[config.mk]
export PLATFORM = sky130hd
export DESIGN_NAME = bcfl_branch_unit
export DESIGN_NICKNAME = d
export VERILOG_FILES = /design/src/common/bcfl_pkg.sv /design/src/common/bcfl_cond_if.sv /design/src/hw/bcfl_cond_eval.sv /design/src/hw/bcfl_branch_unit.sv
export SDC_FILE = /design/constraint.sdc
export NUM_CORES = 1
export LEC_CHECK = 0
export BUFFER_PORTS_ARGS = -buffer_cell sky130_fd_sc_hd__buf_2
export CORE_MARGIN = 2
export CORE_UTILIZATION = 45
export DETAILED_ROUTE_END_ITERATION = 12
export GPL_TIMING_DRIVEN = 1
export PLACE_DENSITY = 0.58
export SLEW_MARGIN = 25
export SYNTH_ARGS = -nofsm -noshare
export SYNTH_HDL_FRONTEND = slang
export SYNTH_SLANG_ARGS = --single-unit
export TNS_END_PERCENT = 100
[constraint.sdc]
create_clock -name pclk -period 5.77 [get_ports pclk]
set_input_delay 0 -clock pclk [delete_from_list [all_inputs] [get_ports pclk]]
set_output_delay 0 -clock pclk [all_outputs]
set_load 0.005 [all_outputs]
[src/common/bcfl_pkg.sv]
package bcfl_pkg;
  // primary and extended opcodes
  localparam logic [5:0] OPC_JUMP      = 6'h12;
  localparam logic [5:0] OPC_COND_JUMP = 6'h10;
  localparam logic [5:0] OPC_EXTENDED  = 6'h13;
  localparam logic [9:0] XO_TO_LINK    = 10'h010;
  localparam logic [9:0] XO_TO_COUNT   = 10'h210;
  localparam logic [9:0] XO_FLAG_AND   = 10'h101;
  localparam logic [9:0] XO_FLAG_OR    = 10'h1C1;
  localparam logic [9:0] XO_FLAG_XOR   = 10'h0C1;
  localparam logic [9:0] XO_FLAG_NAND  = 10'h0E1;
  localparam logic [9:0] XO_FLAG_NOR   = 10'h021;
  localparam logic [9:0] XO_FLAG_EQUIV = 10'h121;
  localparam logic [9:0] XO_FLAG_ANDN  = 10'h081;
  localparam logic [9:0] XO_FLAG_ORN   = 10'h1A1;
  localparam logic [9:0] XO_FIELD_COPY = 10'h000;
  // instruction bit positions, bit 0 = least significant
  localparam int POS_LINK_UPDATE = 0;
  localparam int POS_ABS_TARGET  = 1;
  localparam int POS_POLARITY    = 15;
  // positions inside the branch option field
  localparam int OPT_NO_COND  = 4;
  localparam int OPT_SENSE    = 3;
  localparam int OPT_NO_DEC   = 2;
  localparam int OPT_CNT_ZERO = 1;
  localparam int OPT_HINT     = 0;
  // register byte offsets
  localparam logic [7:0] OFS_INSTR  = 8'h00;
  localparam logic [7:0] OFS_ADDR   = 8'h04;
  localparam logic [7:0] OFS_COUNT  = 8'h08;
  localparam logic [7:0] OFS_LINK   = 8'h0C;
  localparam logic [7:0] OFS_FLAGS  = 8'h10;
  localparam logic [7:0] OFS_CTRL   = 8'h14;
  localparam logic [7:0] OFS_STATUS = 8'h18;
  localparam logic [7:0] OFS_TARGET = 8'h1C;
  localparam int CTRL_GO = 0;
  localparam int CTRL_LINK_PEND = 1;
  localparam int CTRL_COUNT_PEND = 2;
  localparam int ST_TAKEN = 0;
  localparam int ST_PREDICT = 1;
  localparam int ST_PRED_VALID = 2;
  localparam int ST_INVALID = 3;
  localparam int ST_BRANCH = 4;
  localparam int ST_DONE = 5;
  localparam logic [31:0] RST_WORD = 32'h0000_0000;
  localparam logic [31:0] NEXT_INSTR_STEP = 32'h0000_0004;
  localparam logic [31:0] WORD_ALIGN_MASK = 32'hFFFF_FFFC;

  typedef enum {OP_JUMP, OP_COND, OP_TO_LINK, OP_TO_COUNT, OP_FLAG_LOGIC,
                OP_FIELD_COPY, OP_ILLEGAL} bcfl_op_e;

  // flag bit 0 is the most significant bit of the flags word
  function automatic logic flag_bit_at(input logic [31:0] flags, input logic [4:0] idx);
    return flags[5'd31 - idx];
  endfunction

  function automatic logic [3:0] flag_field_at(input logic [31:0] flags,
                                               input logic [2:0]  idx);
    return flags[5'd31 - {idx, 2'b00} -: 4];
  endfunction
endpackage

[src/common/bcfl_cond_if.sv]
`timescale 1ns/1ps
interface bcfl_cond_if;
  logic [4:0]  opt;
  logic        cond_bit;
  logic [31:0] cnt;
  logic        sign_bit;
  logic        taken;
  logic        pred_taken;
  logic        opt_bad;
  logic        dec_cnt;
  logic [31:0] cnt_next;

  modport eval (input opt, cond_bit, cnt, sign_bit,
                output taken, pred_taken, opt_bad, dec_cnt, cnt_next);
  modport core (output opt, cond_bit, cnt, sign_bit,
                input taken, pred_taken, opt_bad, dec_cnt, cnt_next);
endinterface

[src/hw/bcfl_cond_eval.sv]
`timescale 1ns/1ps
module bcfl_cond_eval
  import bcfl_pkg::*;
(
  bcfl_cond_if.eval ev
);
  logic always_br;
  logic hint;
  logic cnt_ok;
  logic cond_ok;

  // branch-always has no hint bit, zero stands in for it
  always_comb begin
    always_br = ev.opt[OPT_NO_COND] & ev.opt[OPT_NO_DEC]; // RQ2
    hint      = always_br ? 1'b0 : ev.opt[OPT_HINT]; // RQ1
  end

  // count handling: decrement first, then test the new value
  always_comb begin
    ev.dec_cnt  = ~ev.opt[OPT_NO_DEC]; // RQ8
    ev.cnt_next = ev.cnt - 32'h0000_0001; // RQ11
    if (ev.opt[OPT_NO_DEC]) begin
      cnt_ok = 1'b1; // RQ10
    end else if (ev.opt[OPT_CNT_ZERO]) begin
      cnt_ok = (ev.cnt_next == 32'h0000_0000); // RQ25
    end else begin
      cnt_ok = (ev.cnt_next != 32'h0000_0000); // RQ25
    end
  end

  // condition test, skipped when the option says so
  always_comb begin
    cond_ok  = ev.opt[OPT_NO_COND] | (ev.cond_bit == ev.opt[OPT_SENSE]); // RQ9
    ev.taken = cnt_ok & cond_ok; // RQ2
  end

  // static guess: negative displacement taken, hint inverts
  always_comb begin
    ev.pred_taken = ((ev.opt[OPT_NO_COND] & ev.opt[OPT_NO_DEC]) | ev.sign_bit) ^ hint; // RQ6
  end

  // must-be-zero option bits per encoding group
  always_comb begin
    if (always_br) begin
      ev.opt_bad = ev.opt[OPT_SENSE] | ev.opt[OPT_CNT_ZERO] | ev.opt[OPT_HINT]; // RQ12
    end else if (ev.opt[OPT_NO_COND]) begin
      ev.opt_bad = ev.opt[OPT_SENSE]; // RQ12
    end else if (ev.opt[OPT_NO_DEC]) begin
      ev.opt_bad = ev.opt[OPT_CNT_ZERO]; // RQ12
    end else begin
      ev.opt_bad = 1'b0;
    end
  end
endmodule

[src/hw/bcfl_branch_unit.sv]
`timescale 1ns/1ps
// Notes on behaviour
// RQ1 - upper four option bits steer flags and count; lowest is the hint
// RQ2 - branch-always is unconditional and predicts with hint forced to zero
// RQ3 - hint clear: negative displacement predicts taken, others not; set inverts
// RQ4 - link or count targets predict only once that register is ready
// RQ5 - displacement sign drives prediction even for absolute targets
// RQ6 - predict taken when ((bo0 and bo2) or polarity) xor bo4 is one
// RQ7 - polarity is the displacement sign, zero for link and count forms
// RQ8 - options 0000y/0001y decrement count, branch on count test and false flag
// RQ9 - options 0100y/0101y decrement count, branch on count test and true flag
// RQ10 - flag-only options keep count, branch on false or true flag
// RQ11 - options 1z00y/1z01y decrement count, branch on count test only
// RQ12 - nonzero must-be-zero option bits make the instruction invalid
// RQ13 - five-bit select picks one of thirty-two condition flags
// RQ14 - relative jumps add instruction address, absolute jumps use immediate
// RQ15 - linking jumps write next sequential address to the link register
// RQ16 - flag and, or, xor combine two source flags into destination
// RQ17 - flag nand, nor, equiv store the inverted combination
// RQ18 - and-not and or-not use the inverse of the second source
// RQ19 - field copy moves one four-bit field, others untouched
// RQ20 - flag logic and field copy run on the integer execution path
// RQ21 - flag logic or field copy with link update is invalid
// RQ22 - low two bits of every computed target are cleared
// RQ23 - link write happens after target calculation, taken or not
// RQ24 - instruction bit 30 means absolute target, bit 31 link update
// RQ25 - option bit 3 clear: branch on nonzero count, set: on zero count
module bcfl_branch_unit
  import bcfl_pkg::*;
(
  input  wire logic        pclk,
  input  wire logic        presetn,
  input  wire logic        psel,
  input  wire logic        penable,
  input  wire logic        pwrite,
  input  wire logic [7:0]  paddr,
  input  wire logic [31:0] pwdata,
  output logic             pready,
  output logic             pslverr,
  output logic [31:0]      prdata
);
  // architectural and software-visible state
  logic [31:0] instr;
  logic [31:0] cia;
  logic [31:0] loop_count_reg;
  logic [31:0] return_link_reg;
  logic [31:0] condition_flags_reg;
  logic        link_pend;
  logic        count_pend;
  logic        exec;
  logic        st_taken;
  logic        st_predict;
  logic        st_pred_valid;
  logic        st_invalid;
  logic        st_branch;
  logic        st_done;
  logic [31:0] target;

  // decode wires
  logic [5:0]  opcode;
  logic [9:0]  xo;
  logic        link_update_flag;
  logic        absolute_target_flag;
  logic [4:0]  branch_option_field;
  logic [4:0]  condition_select_field;
  logic [4:0]  flag_dst;
  logic [4:0]  flag_src_a;
  logic [4:0]  flag_src_b;
  logic [2:0]  field_dst;
  logic [2:0]  field_src;
  bcfl_op_e    op;
  logic [31:0] jump_imm;
  logic [31:0] cond_imm;
  logic [31:0] next_target;
  logic        is_branch;
  logic        next_invalid;
  logic        next_pred_valid;
  logic        flag_a;
  logic        flag_b;
  logic        flag_res;
  logic [31:0] next_flags;

  // bus wires
  logic        acc_ok;
  logic        bus_wr;
  logic        addr_ok;
  logic        addr_ro;
  logic [31:0] next_rdata;

  bcfl_cond_if cif ();

  bcfl_cond_eval u_eval (
    .ev (cif.eval)
  );

  // field extraction, bit 31 of the word is instruction bit 0
  always_comb begin
    opcode                 = instr[31:26];
    xo                     = instr[10:1];
    link_update_flag       = instr[POS_LINK_UPDATE]; // RQ24
    absolute_target_flag   = instr[POS_ABS_TARGET]; // RQ24
    branch_option_field    = instr[25:21]; // RQ1
    condition_select_field = instr[20:16]; // RQ13
    flag_dst               = instr[25:21];
    flag_src_a             = instr[20:16];
    flag_src_b             = instr[15:11];
    field_dst              = instr[25:23];
    field_src              = instr[20:18];
  end

  // instruction class from opcode and extended opcode
  always_comb begin
    op = OP_ILLEGAL;
    if (opcode == OPC_JUMP) begin
      op = OP_JUMP;
    end else if (opcode == OPC_COND_JUMP) begin
      op = OP_COND;
    end else if (opcode == OPC_EXTENDED) begin
      unique case (xo)
        XO_TO_LINK:    op = OP_TO_LINK;
        XO_TO_COUNT:   op = OP_TO_COUNT;
        XO_FLAG_AND,
        XO_FLAG_OR,
        XO_FLAG_XOR,
        XO_FLAG_NAND,
        XO_FLAG_NOR,
        XO_FLAG_EQUIV,
        XO_FLAG_ANDN,
        XO_FLAG_ORN:   op = OP_FLAG_LOGIC;
        XO_FIELD_COPY: op = OP_FIELD_COPY;
        default:       op = OP_ILLEGAL;
      endcase
    end
  end

  // feed the condition evaluator
  always_comb begin
    cif.opt      = branch_option_field;
    cif.cond_bit = flag_bit_at(condition_flags_reg, condition_select_field); // RQ13
    cif.cnt      = loop_count_reg;
    // link and count forms carry a reserved operand here, so no sign
    cif.sign_bit = (op == OP_COND) ? instr[POS_POLARITY] : 1'b0; // RQ7
  end

  // sign-extended immediates with the word offset appended
  always_comb begin
    jump_imm = {{6{instr[25]}}, instr[25:2], 2'b00};
    cond_imm = {{16{instr[15]}}, instr[15:2], 2'b00};
  end

  // target address, low two bits always dropped
  always_comb begin
    unique case (op)
      OP_JUMP: begin
        next_target = absolute_target_flag ? jump_imm : jump_imm + cia; // RQ14
      end
      OP_COND: begin
        next_target = absolute_target_flag ? cond_imm : cond_imm + cia; // RQ14
      end
      OP_TO_LINK: begin
        next_target = return_link_reg;
      end
      OP_TO_COUNT: begin
        next_target = loop_count_reg;
      end
      default: begin
        next_target = cia + NEXT_INSTR_STEP;
      end
    endcase
    next_target = next_target & WORD_ALIGN_MASK; // RQ22
  end

  // class flags, invalid forms and prediction readiness
  always_comb begin
    is_branch = (op == OP_JUMP) | (op == OP_COND) | (op == OP_TO_LINK) |
                (op == OP_TO_COUNT);
    next_invalid = (op == OP_ILLEGAL);
    if ((op == OP_COND) | (op == OP_TO_LINK) | (op == OP_TO_COUNT)) begin
      next_invalid = cif.opt_bad; // RQ12
    end
    if (((op == OP_FLAG_LOGIC) | (op == OP_FIELD_COPY)) & link_update_flag) begin
      next_invalid = 1'b1; // RQ21
    end
    // a register still being loaded leaves the guess unavailable
    next_pred_valid = ~((op == OP_TO_LINK) & link_pend) &
                      ~((op == OP_TO_COUNT) & count_pend); // RQ4
  end

  // flag logic, performed on the integer path rather than the branch path
  always_comb begin
    flag_a = flag_bit_at(condition_flags_reg, flag_src_a);
    flag_b = flag_bit_at(condition_flags_reg, flag_src_b);
    unique case (xo)
      XO_FLAG_AND:   flag_res = flag_a & flag_b; // RQ16
      XO_FLAG_OR:    flag_res = flag_a | flag_b; // RQ16
      XO_FLAG_XOR:   flag_res = flag_a ^ flag_b; // RQ16
      XO_FLAG_NAND:  flag_res = ~(flag_a & flag_b); // RQ17
      XO_FLAG_NOR:   flag_res = ~(flag_a | flag_b); // RQ17
      XO_FLAG_EQUIV: flag_res = ~(flag_a ^ flag_b); // RQ17
      XO_FLAG_ANDN:  flag_res = flag_a & ~flag_b; // RQ18
      XO_FLAG_ORN:   flag_res = flag_a | ~flag_b; // RQ18
      default:       flag_res = 1'b0;
    endcase
  end

  // new flags word: one bit for logic ops, one field for the copy
  always_comb begin
    next_flags = condition_flags_reg;
    if (op == OP_FLAG_LOGIC) begin
      next_flags[5'd31 - flag_dst] = flag_res; // RQ20
    end else if (op == OP_FIELD_COPY) begin
      next_flags[5'd31 - {field_dst, 2'b00} -: 4] =
        flag_field_at(condition_flags_reg, field_src); // RQ19
    end
  end

  // bus decode
  always_comb begin
    addr_ok = (paddr == OFS_INSTR) | (paddr == OFS_ADDR) | (paddr == OFS_COUNT) |
              (paddr == OFS_LINK) | (paddr == OFS_FLAGS) | (paddr == OFS_CTRL) |
              (paddr == OFS_STATUS) | (paddr == OFS_TARGET);
    addr_ro = (paddr == OFS_STATUS) | (paddr == OFS_TARGET);
    // reads wait while an execution step is pending, so no stale word escapes
    acc_ok  = psel & ~pready & ~exec;
    bus_wr  = psel & penable & pready & pwrite & ~pslverr;
  end

  // read mux, unmapped addresses read zero
  always_comb begin
    unique case (paddr)
      OFS_INSTR:  next_rdata = instr;
      OFS_ADDR:   next_rdata = cia;
      OFS_COUNT:  next_rdata = loop_count_reg;
      OFS_LINK:   next_rdata = return_link_reg;
      OFS_FLAGS:  next_rdata = condition_flags_reg;
      OFS_CTRL:   next_rdata = {29'h0, count_pend, link_pend, 1'b0};
      OFS_STATUS: next_rdata = {26'h0, st_done, st_branch, st_invalid,
                                st_pred_valid, st_predict, st_taken};
      OFS_TARGET: next_rdata = target;
      default:    next_rdata = RST_WORD;
    endcase
  end

  // bus answer: one wait-free access phase unless an execution is pending
  always_ff @(posedge pclk or negedge presetn) begin
    if (!presetn) begin
      pready  <= 1'b0;
      pslverr <= 1'b0;
      prdata  <= RST_WORD;
    end else begin
      // error and data stand only beside ready, so a refused access cannot linger
      pready  <= acc_ok;
      pslverr <= acc_ok & (~addr_ok | (pwrite & addr_ro));
      prdata  <= (acc_ok & ~pwrite) ? next_rdata : RST_WORD;
    end
  end

  // instruction word and its address
  always_ff @(posedge pclk or negedge presetn) begin
    if (!presetn) begin
      instr <= RST_WORD;
      cia   <= RST_WORD;
    end else if (bus_wr) begin
      if (paddr == OFS_INSTR) begin
        instr <= pwdata;
      end
      if (paddr == OFS_ADDR) begin
        cia <= pwdata;
      end
    end
  end

  // control: go starts one execution step, pending bits gate prediction
  always_ff @(posedge pclk or negedge presetn) begin
    if (!presetn) begin
      exec       <= 1'b0;
      link_pend  <= 1'b0;
      count_pend <= 1'b0;
    end else begin
      exec <= bus_wr & (paddr == OFS_CTRL) & pwdata[CTRL_GO];
      if (bus_wr & (paddr == OFS_CTRL)) begin
        link_pend  <= pwdata[CTRL_LINK_PEND];
        count_pend <= pwdata[CTRL_COUNT_PEND];
      end
    end
  end

  // count register: software load or decrement by a valid branch
  always_ff @(posedge pclk or negedge presetn) begin
    if (!presetn) begin
      loop_count_reg <= RST_WORD;
    end else if (exec) begin
      if (!next_invalid & (op != OP_JUMP) & is_branch & cif.dec_cnt) begin
        loop_count_reg <= cif.cnt_next; // RQ8
      end
    end else if (bus_wr & (paddr == OFS_COUNT)) begin
      loop_count_reg <= pwdata;
    end
  end

  // link register: written after the target used the old value
  always_ff @(posedge pclk or negedge presetn) begin
    if (!presetn) begin
      return_link_reg <= RST_WORD;
    end else if (exec) begin
      if (!next_invalid & is_branch & link_update_flag) begin
        return_link_reg <= cia + NEXT_INSTR_STEP; // RQ15 RQ23
      end
    end else if (bus_wr & (paddr == OFS_LINK)) begin
      return_link_reg <= pwdata;
    end
  end

  // condition flags
  always_ff @(posedge pclk or negedge presetn) begin
    if (!presetn) begin
      condition_flags_reg <= RST_WORD;
    end else if (exec) begin
      if (!next_invalid) begin
        condition_flags_reg <= next_flags; // RQ20
      end
    end else if (bus_wr & (paddr == OFS_FLAGS)) begin
      condition_flags_reg <= pwdata;
    end
  end

  // outcome of the last execution step
  always_ff @(posedge pclk or negedge presetn) begin
    if (!presetn) begin
      st_taken      <= 1'b0;
      st_predict    <= 1'b0;
      st_pred_valid <= 1'b0;
      st_invalid    <= 1'b0;
      st_branch     <= 1'b0;
      st_done       <= 1'b0;
      target        <= RST_WORD;
    end else if (exec) begin
      st_done    <= 1'b1;
      st_invalid <= next_invalid;
      st_branch  <= is_branch & ~next_invalid;
      // plain jumps are always taken; invalid forms never branch
      if (next_invalid | !is_branch) begin
        st_taken      <= 1'b0;
        st_predict    <= 1'b0;
        st_pred_valid <= 1'b0;
      end else if (op == OP_JUMP) begin
        st_taken      <= 1'b1; // RQ14
        st_predict    <= 1'b1;
        st_pred_valid <= 1'b1;
      end else begin
        st_taken      <= cif.taken; // RQ10 RQ11
        st_predict    <= cif.pred_taken & next_pred_valid; // RQ3 RQ5
        st_pred_valid <= next_pred_valid; // RQ4
      end
      target <= next_target; // RQ22
    end else if (bus_wr & (paddr == OFS_CTRL) & pwdata[CTRL_GO]) begin
      st_done <= 1'b0;
    end
  end
endmodule

==> results by group <==
Drt
  • DR DRC count: 0
  • First-pass detailed-route iteration total: 6
  • DR iter-0 viols: 2169
  • Vias/cell: 6.73
  • Final WL: 68200 µm
  • Vias: 16500
  • Wl on met1: 28600 µm
  • Avg WL per Cell: 27.7 µm
  • Max Used Layer: met5
  • Number of routed nets with antenna violations: 0
  • Routed met2 length: 28800 µm
  • Met3 WL post-DR: 8790 µm

Worst setup path
  • Flop-to-flop setup slack: 890 ps
  • CP endpoint: condition_flags_reg[24]
  • Crit start category: register
  • Largest fanout on the critical path: 12
  • Required @ worst endpoint: 6270 ps
  • RR Startpoint: instr[16]
  • CP Launch Point: instr[16]
  • Worst setup EP type: register
  • Worst reg2reg path depth: 14
  • CP Class: reg2reg
  • Worst path arrival time: 5380 ps
  • Critical R2R Capture: condition_flags_reg[24]

Die
  • Starting Density: 45.6%
  • # IOs: 79
  • Rows: 70
  • Die height: 197 µm
  • Die area: 0.0387 mm²
  • Core ar.: 0.0366 mm²
  • Die extent in x: 197 µm

Final layout
  • Layout net count: 2063
  • Share of cells above drive strength 1: 15.1%
  • Antenna cells: 0
  • Filler cell count in the final layout: 3478
  • Sequential cell area: 0.00584 mm²
  • Non-filler instance count after layout: 2456
  • Area grow syn2layout: 12.5%
  • Finished Core Util: 51.4%
  • Area of the multi-input gates: 0.0102 mm²

Logic synthesis
  • Post-synthesis async set-or-reset flop share: 100%
  • Net count after synthesis: 2025
  • Post-synth top cells: dfrtp_1 (233), a21oi_1 (217), nor2_1 (211), nand2_1 (147), a22oi_1 (120)
  • Yosys warning count: 0
  • Post-synthesis sequential area ratio: 34.9%
  • Post-synth EDFFs: 0
  • Synth area leader: dfrtp_1
  • Largest cells by area after synthesis: dfrtp_1 (35%), a21oi_1 (6.5%), a22oi_1 (5.4%), mux2_2 (4.8%), nor2_1 (4.7%)
  • Main synth FF type: dfrtp_1
  • Syn Inst Count: 1928
  • Mapped Area: 0.0167 mm²
  • Top-count cell post-synth: dfrtp_1
  • Yosys top cell area share: 34.9%
  • Flop and latch count out of synthesis: 233
  • Synth cell types: 82
  • Post-synthesis area per instance: 8.67 µm²

STA
  • Final min period: 4880 ps
  • Tightest Pin Transition: 1120 ps
  • Period utilization: 84.6%
  • Fin Setup TNS: 0 ps
  • Max Clk Rate: 0.205 GHz
  • RSZ-0062 raised after global routing: false
  • # setup viols final: 0
  • Relative slew slack: 25.3%
  • Setup WS post-layout: 886 ps
  • Slew Limit Fails: 0
  • Clk_skew: 15.9 ps
  • Hold WS: 22.2 ps
  • Final hold viol count: 0

CTS
  • Root buf cell: clkbuf_16
  • CTS max path bufs: 3
  • H-tree depth: 1
  • Cts bufs inserted: 29
  • Clock Sinks: 233
  • Clock Latency Late Sink: 580 ps
  • Post-cts resize count: 0
  • Setup Fix Bufs, Post-CTS: 0
  • Hold_buf cts: 38
  • Clock-pin slew of the registers on the worst-case setup and hold paths: 60 ps
  • CTS tree: yes

Place
  • Post-placement cell count: 2365
  • Port bufs: 78
  • Placer Congestion: 0.942
  • Final HPWL DP: 47700 µm
  • Setup WS pre-CTS: 912 ps

GRT
  • First-pass GRT wire length: 101000 µm
  • Grt total ovfl: 0
  • Total global-route track usage: 35.0%
  • Largest net degree at the start of global routing: 125
  • Antenna violations before repair: 1
  • Vias in the first global route: 15500

Pwr
  • Max VDD drop: 0.208 mV
  • Cell Pwr Density: 196 mW/mm²
  • Leakage power: 0.00777 µW

Outcome
  • Status: finished, final reports clean

Job
  • Maxcap violations: 0

Hold path
  • Worst hold path class: in2reg
## metal layers
layer | up-vias | global-route usage [%]
li1 | 7297 | -
met1 | 8030 | 50.9
met2 | 1048 | 50.9
met3 | 150 | 9.69
met4 | 2 | 9.97
met5 | - | 0
## stage by stage
| step | cell area [µm²] | power [µW] |
|---|---|---|
| floorplan | 16700 | 1760 |
| global route | 18800 | 3780 |
| finish | 18800 | 3680 |
| global placement | 17500 | 1860 |
| detailed placement | 17500 | 1860 |
| CTS | 18800 | 3690 |
## worst max-delay path, cell delays in order (launching register included)
cell and delay (ps):
dfrtp_1 770, mux4_2 580, mux4_2 500, mux2i_1 350
inv_1 120, ha_1 230, and2_1 160, o311ai_0 270
o311ai_0 180, a21oi_1 380, nand2_1 170, o22a_1 250
nor2_1 520, a22oi_1 140, a31oi_1 200
## where the power goes
part           switching [µW]  internal, µW  total [µW]
clock network             769          1050        1820
registers                24.2          1650        1680
logic                     119          65.5         184
total                     912          2770        3680
## layout by cell type (no fill, tap or decap), types with 29 or more instances in the layout
master	count
dfrtp_1	231
a21oi_1	217
nor2_1	208
nand2_1	147
a22oi_1	120
o21ai_0	85
buf_2	77
mux2_2	71
a31oi_1	63
ha_1	51
nor3_1	42
nand3_1	39
dlygate4sd3_1	38
inv_1	34
xor2_1	34
buf_4	33
xnor2_1	30
o22ai_1	29
clkbuf_16	29
## logic make-up after synthesis
kind of cell / share of synthesized area (%)
simple gates: 17.2
flops: 34.9
buf+inv: 4.24
fa+ha+maj: 3.94
xor+xnor: 3.35
compound gates: 25.1
mux: 11.3
## area by class of cell
cell class / instances / area share (%)
Inverter: 36 / 0.719
Clock inverter: 11 / 0.466
Timing Repair Buffer: 152 / 5.79
Multi-Input combinational cell: 1514 / 54.4
Sequential cell: 233 / 31.0
Clock buffer: 42 / 4.49
Tap cell: 468 / 3.11
## worst min path at each step
stage	start	endpoint	slack, ps	depth (start not counted)
finish	penable	exec	20	4
global route	penable	exec	50	4
CTS	penable	exec	10	4
detailed placement	presetn	cif.cnt[23]	160	1
global placement	presetn	cif.cnt[23]	150	1
floorplan	presetn	cia[0]	-300	0
Note: power is estimated with default switching activity, not from simulation.
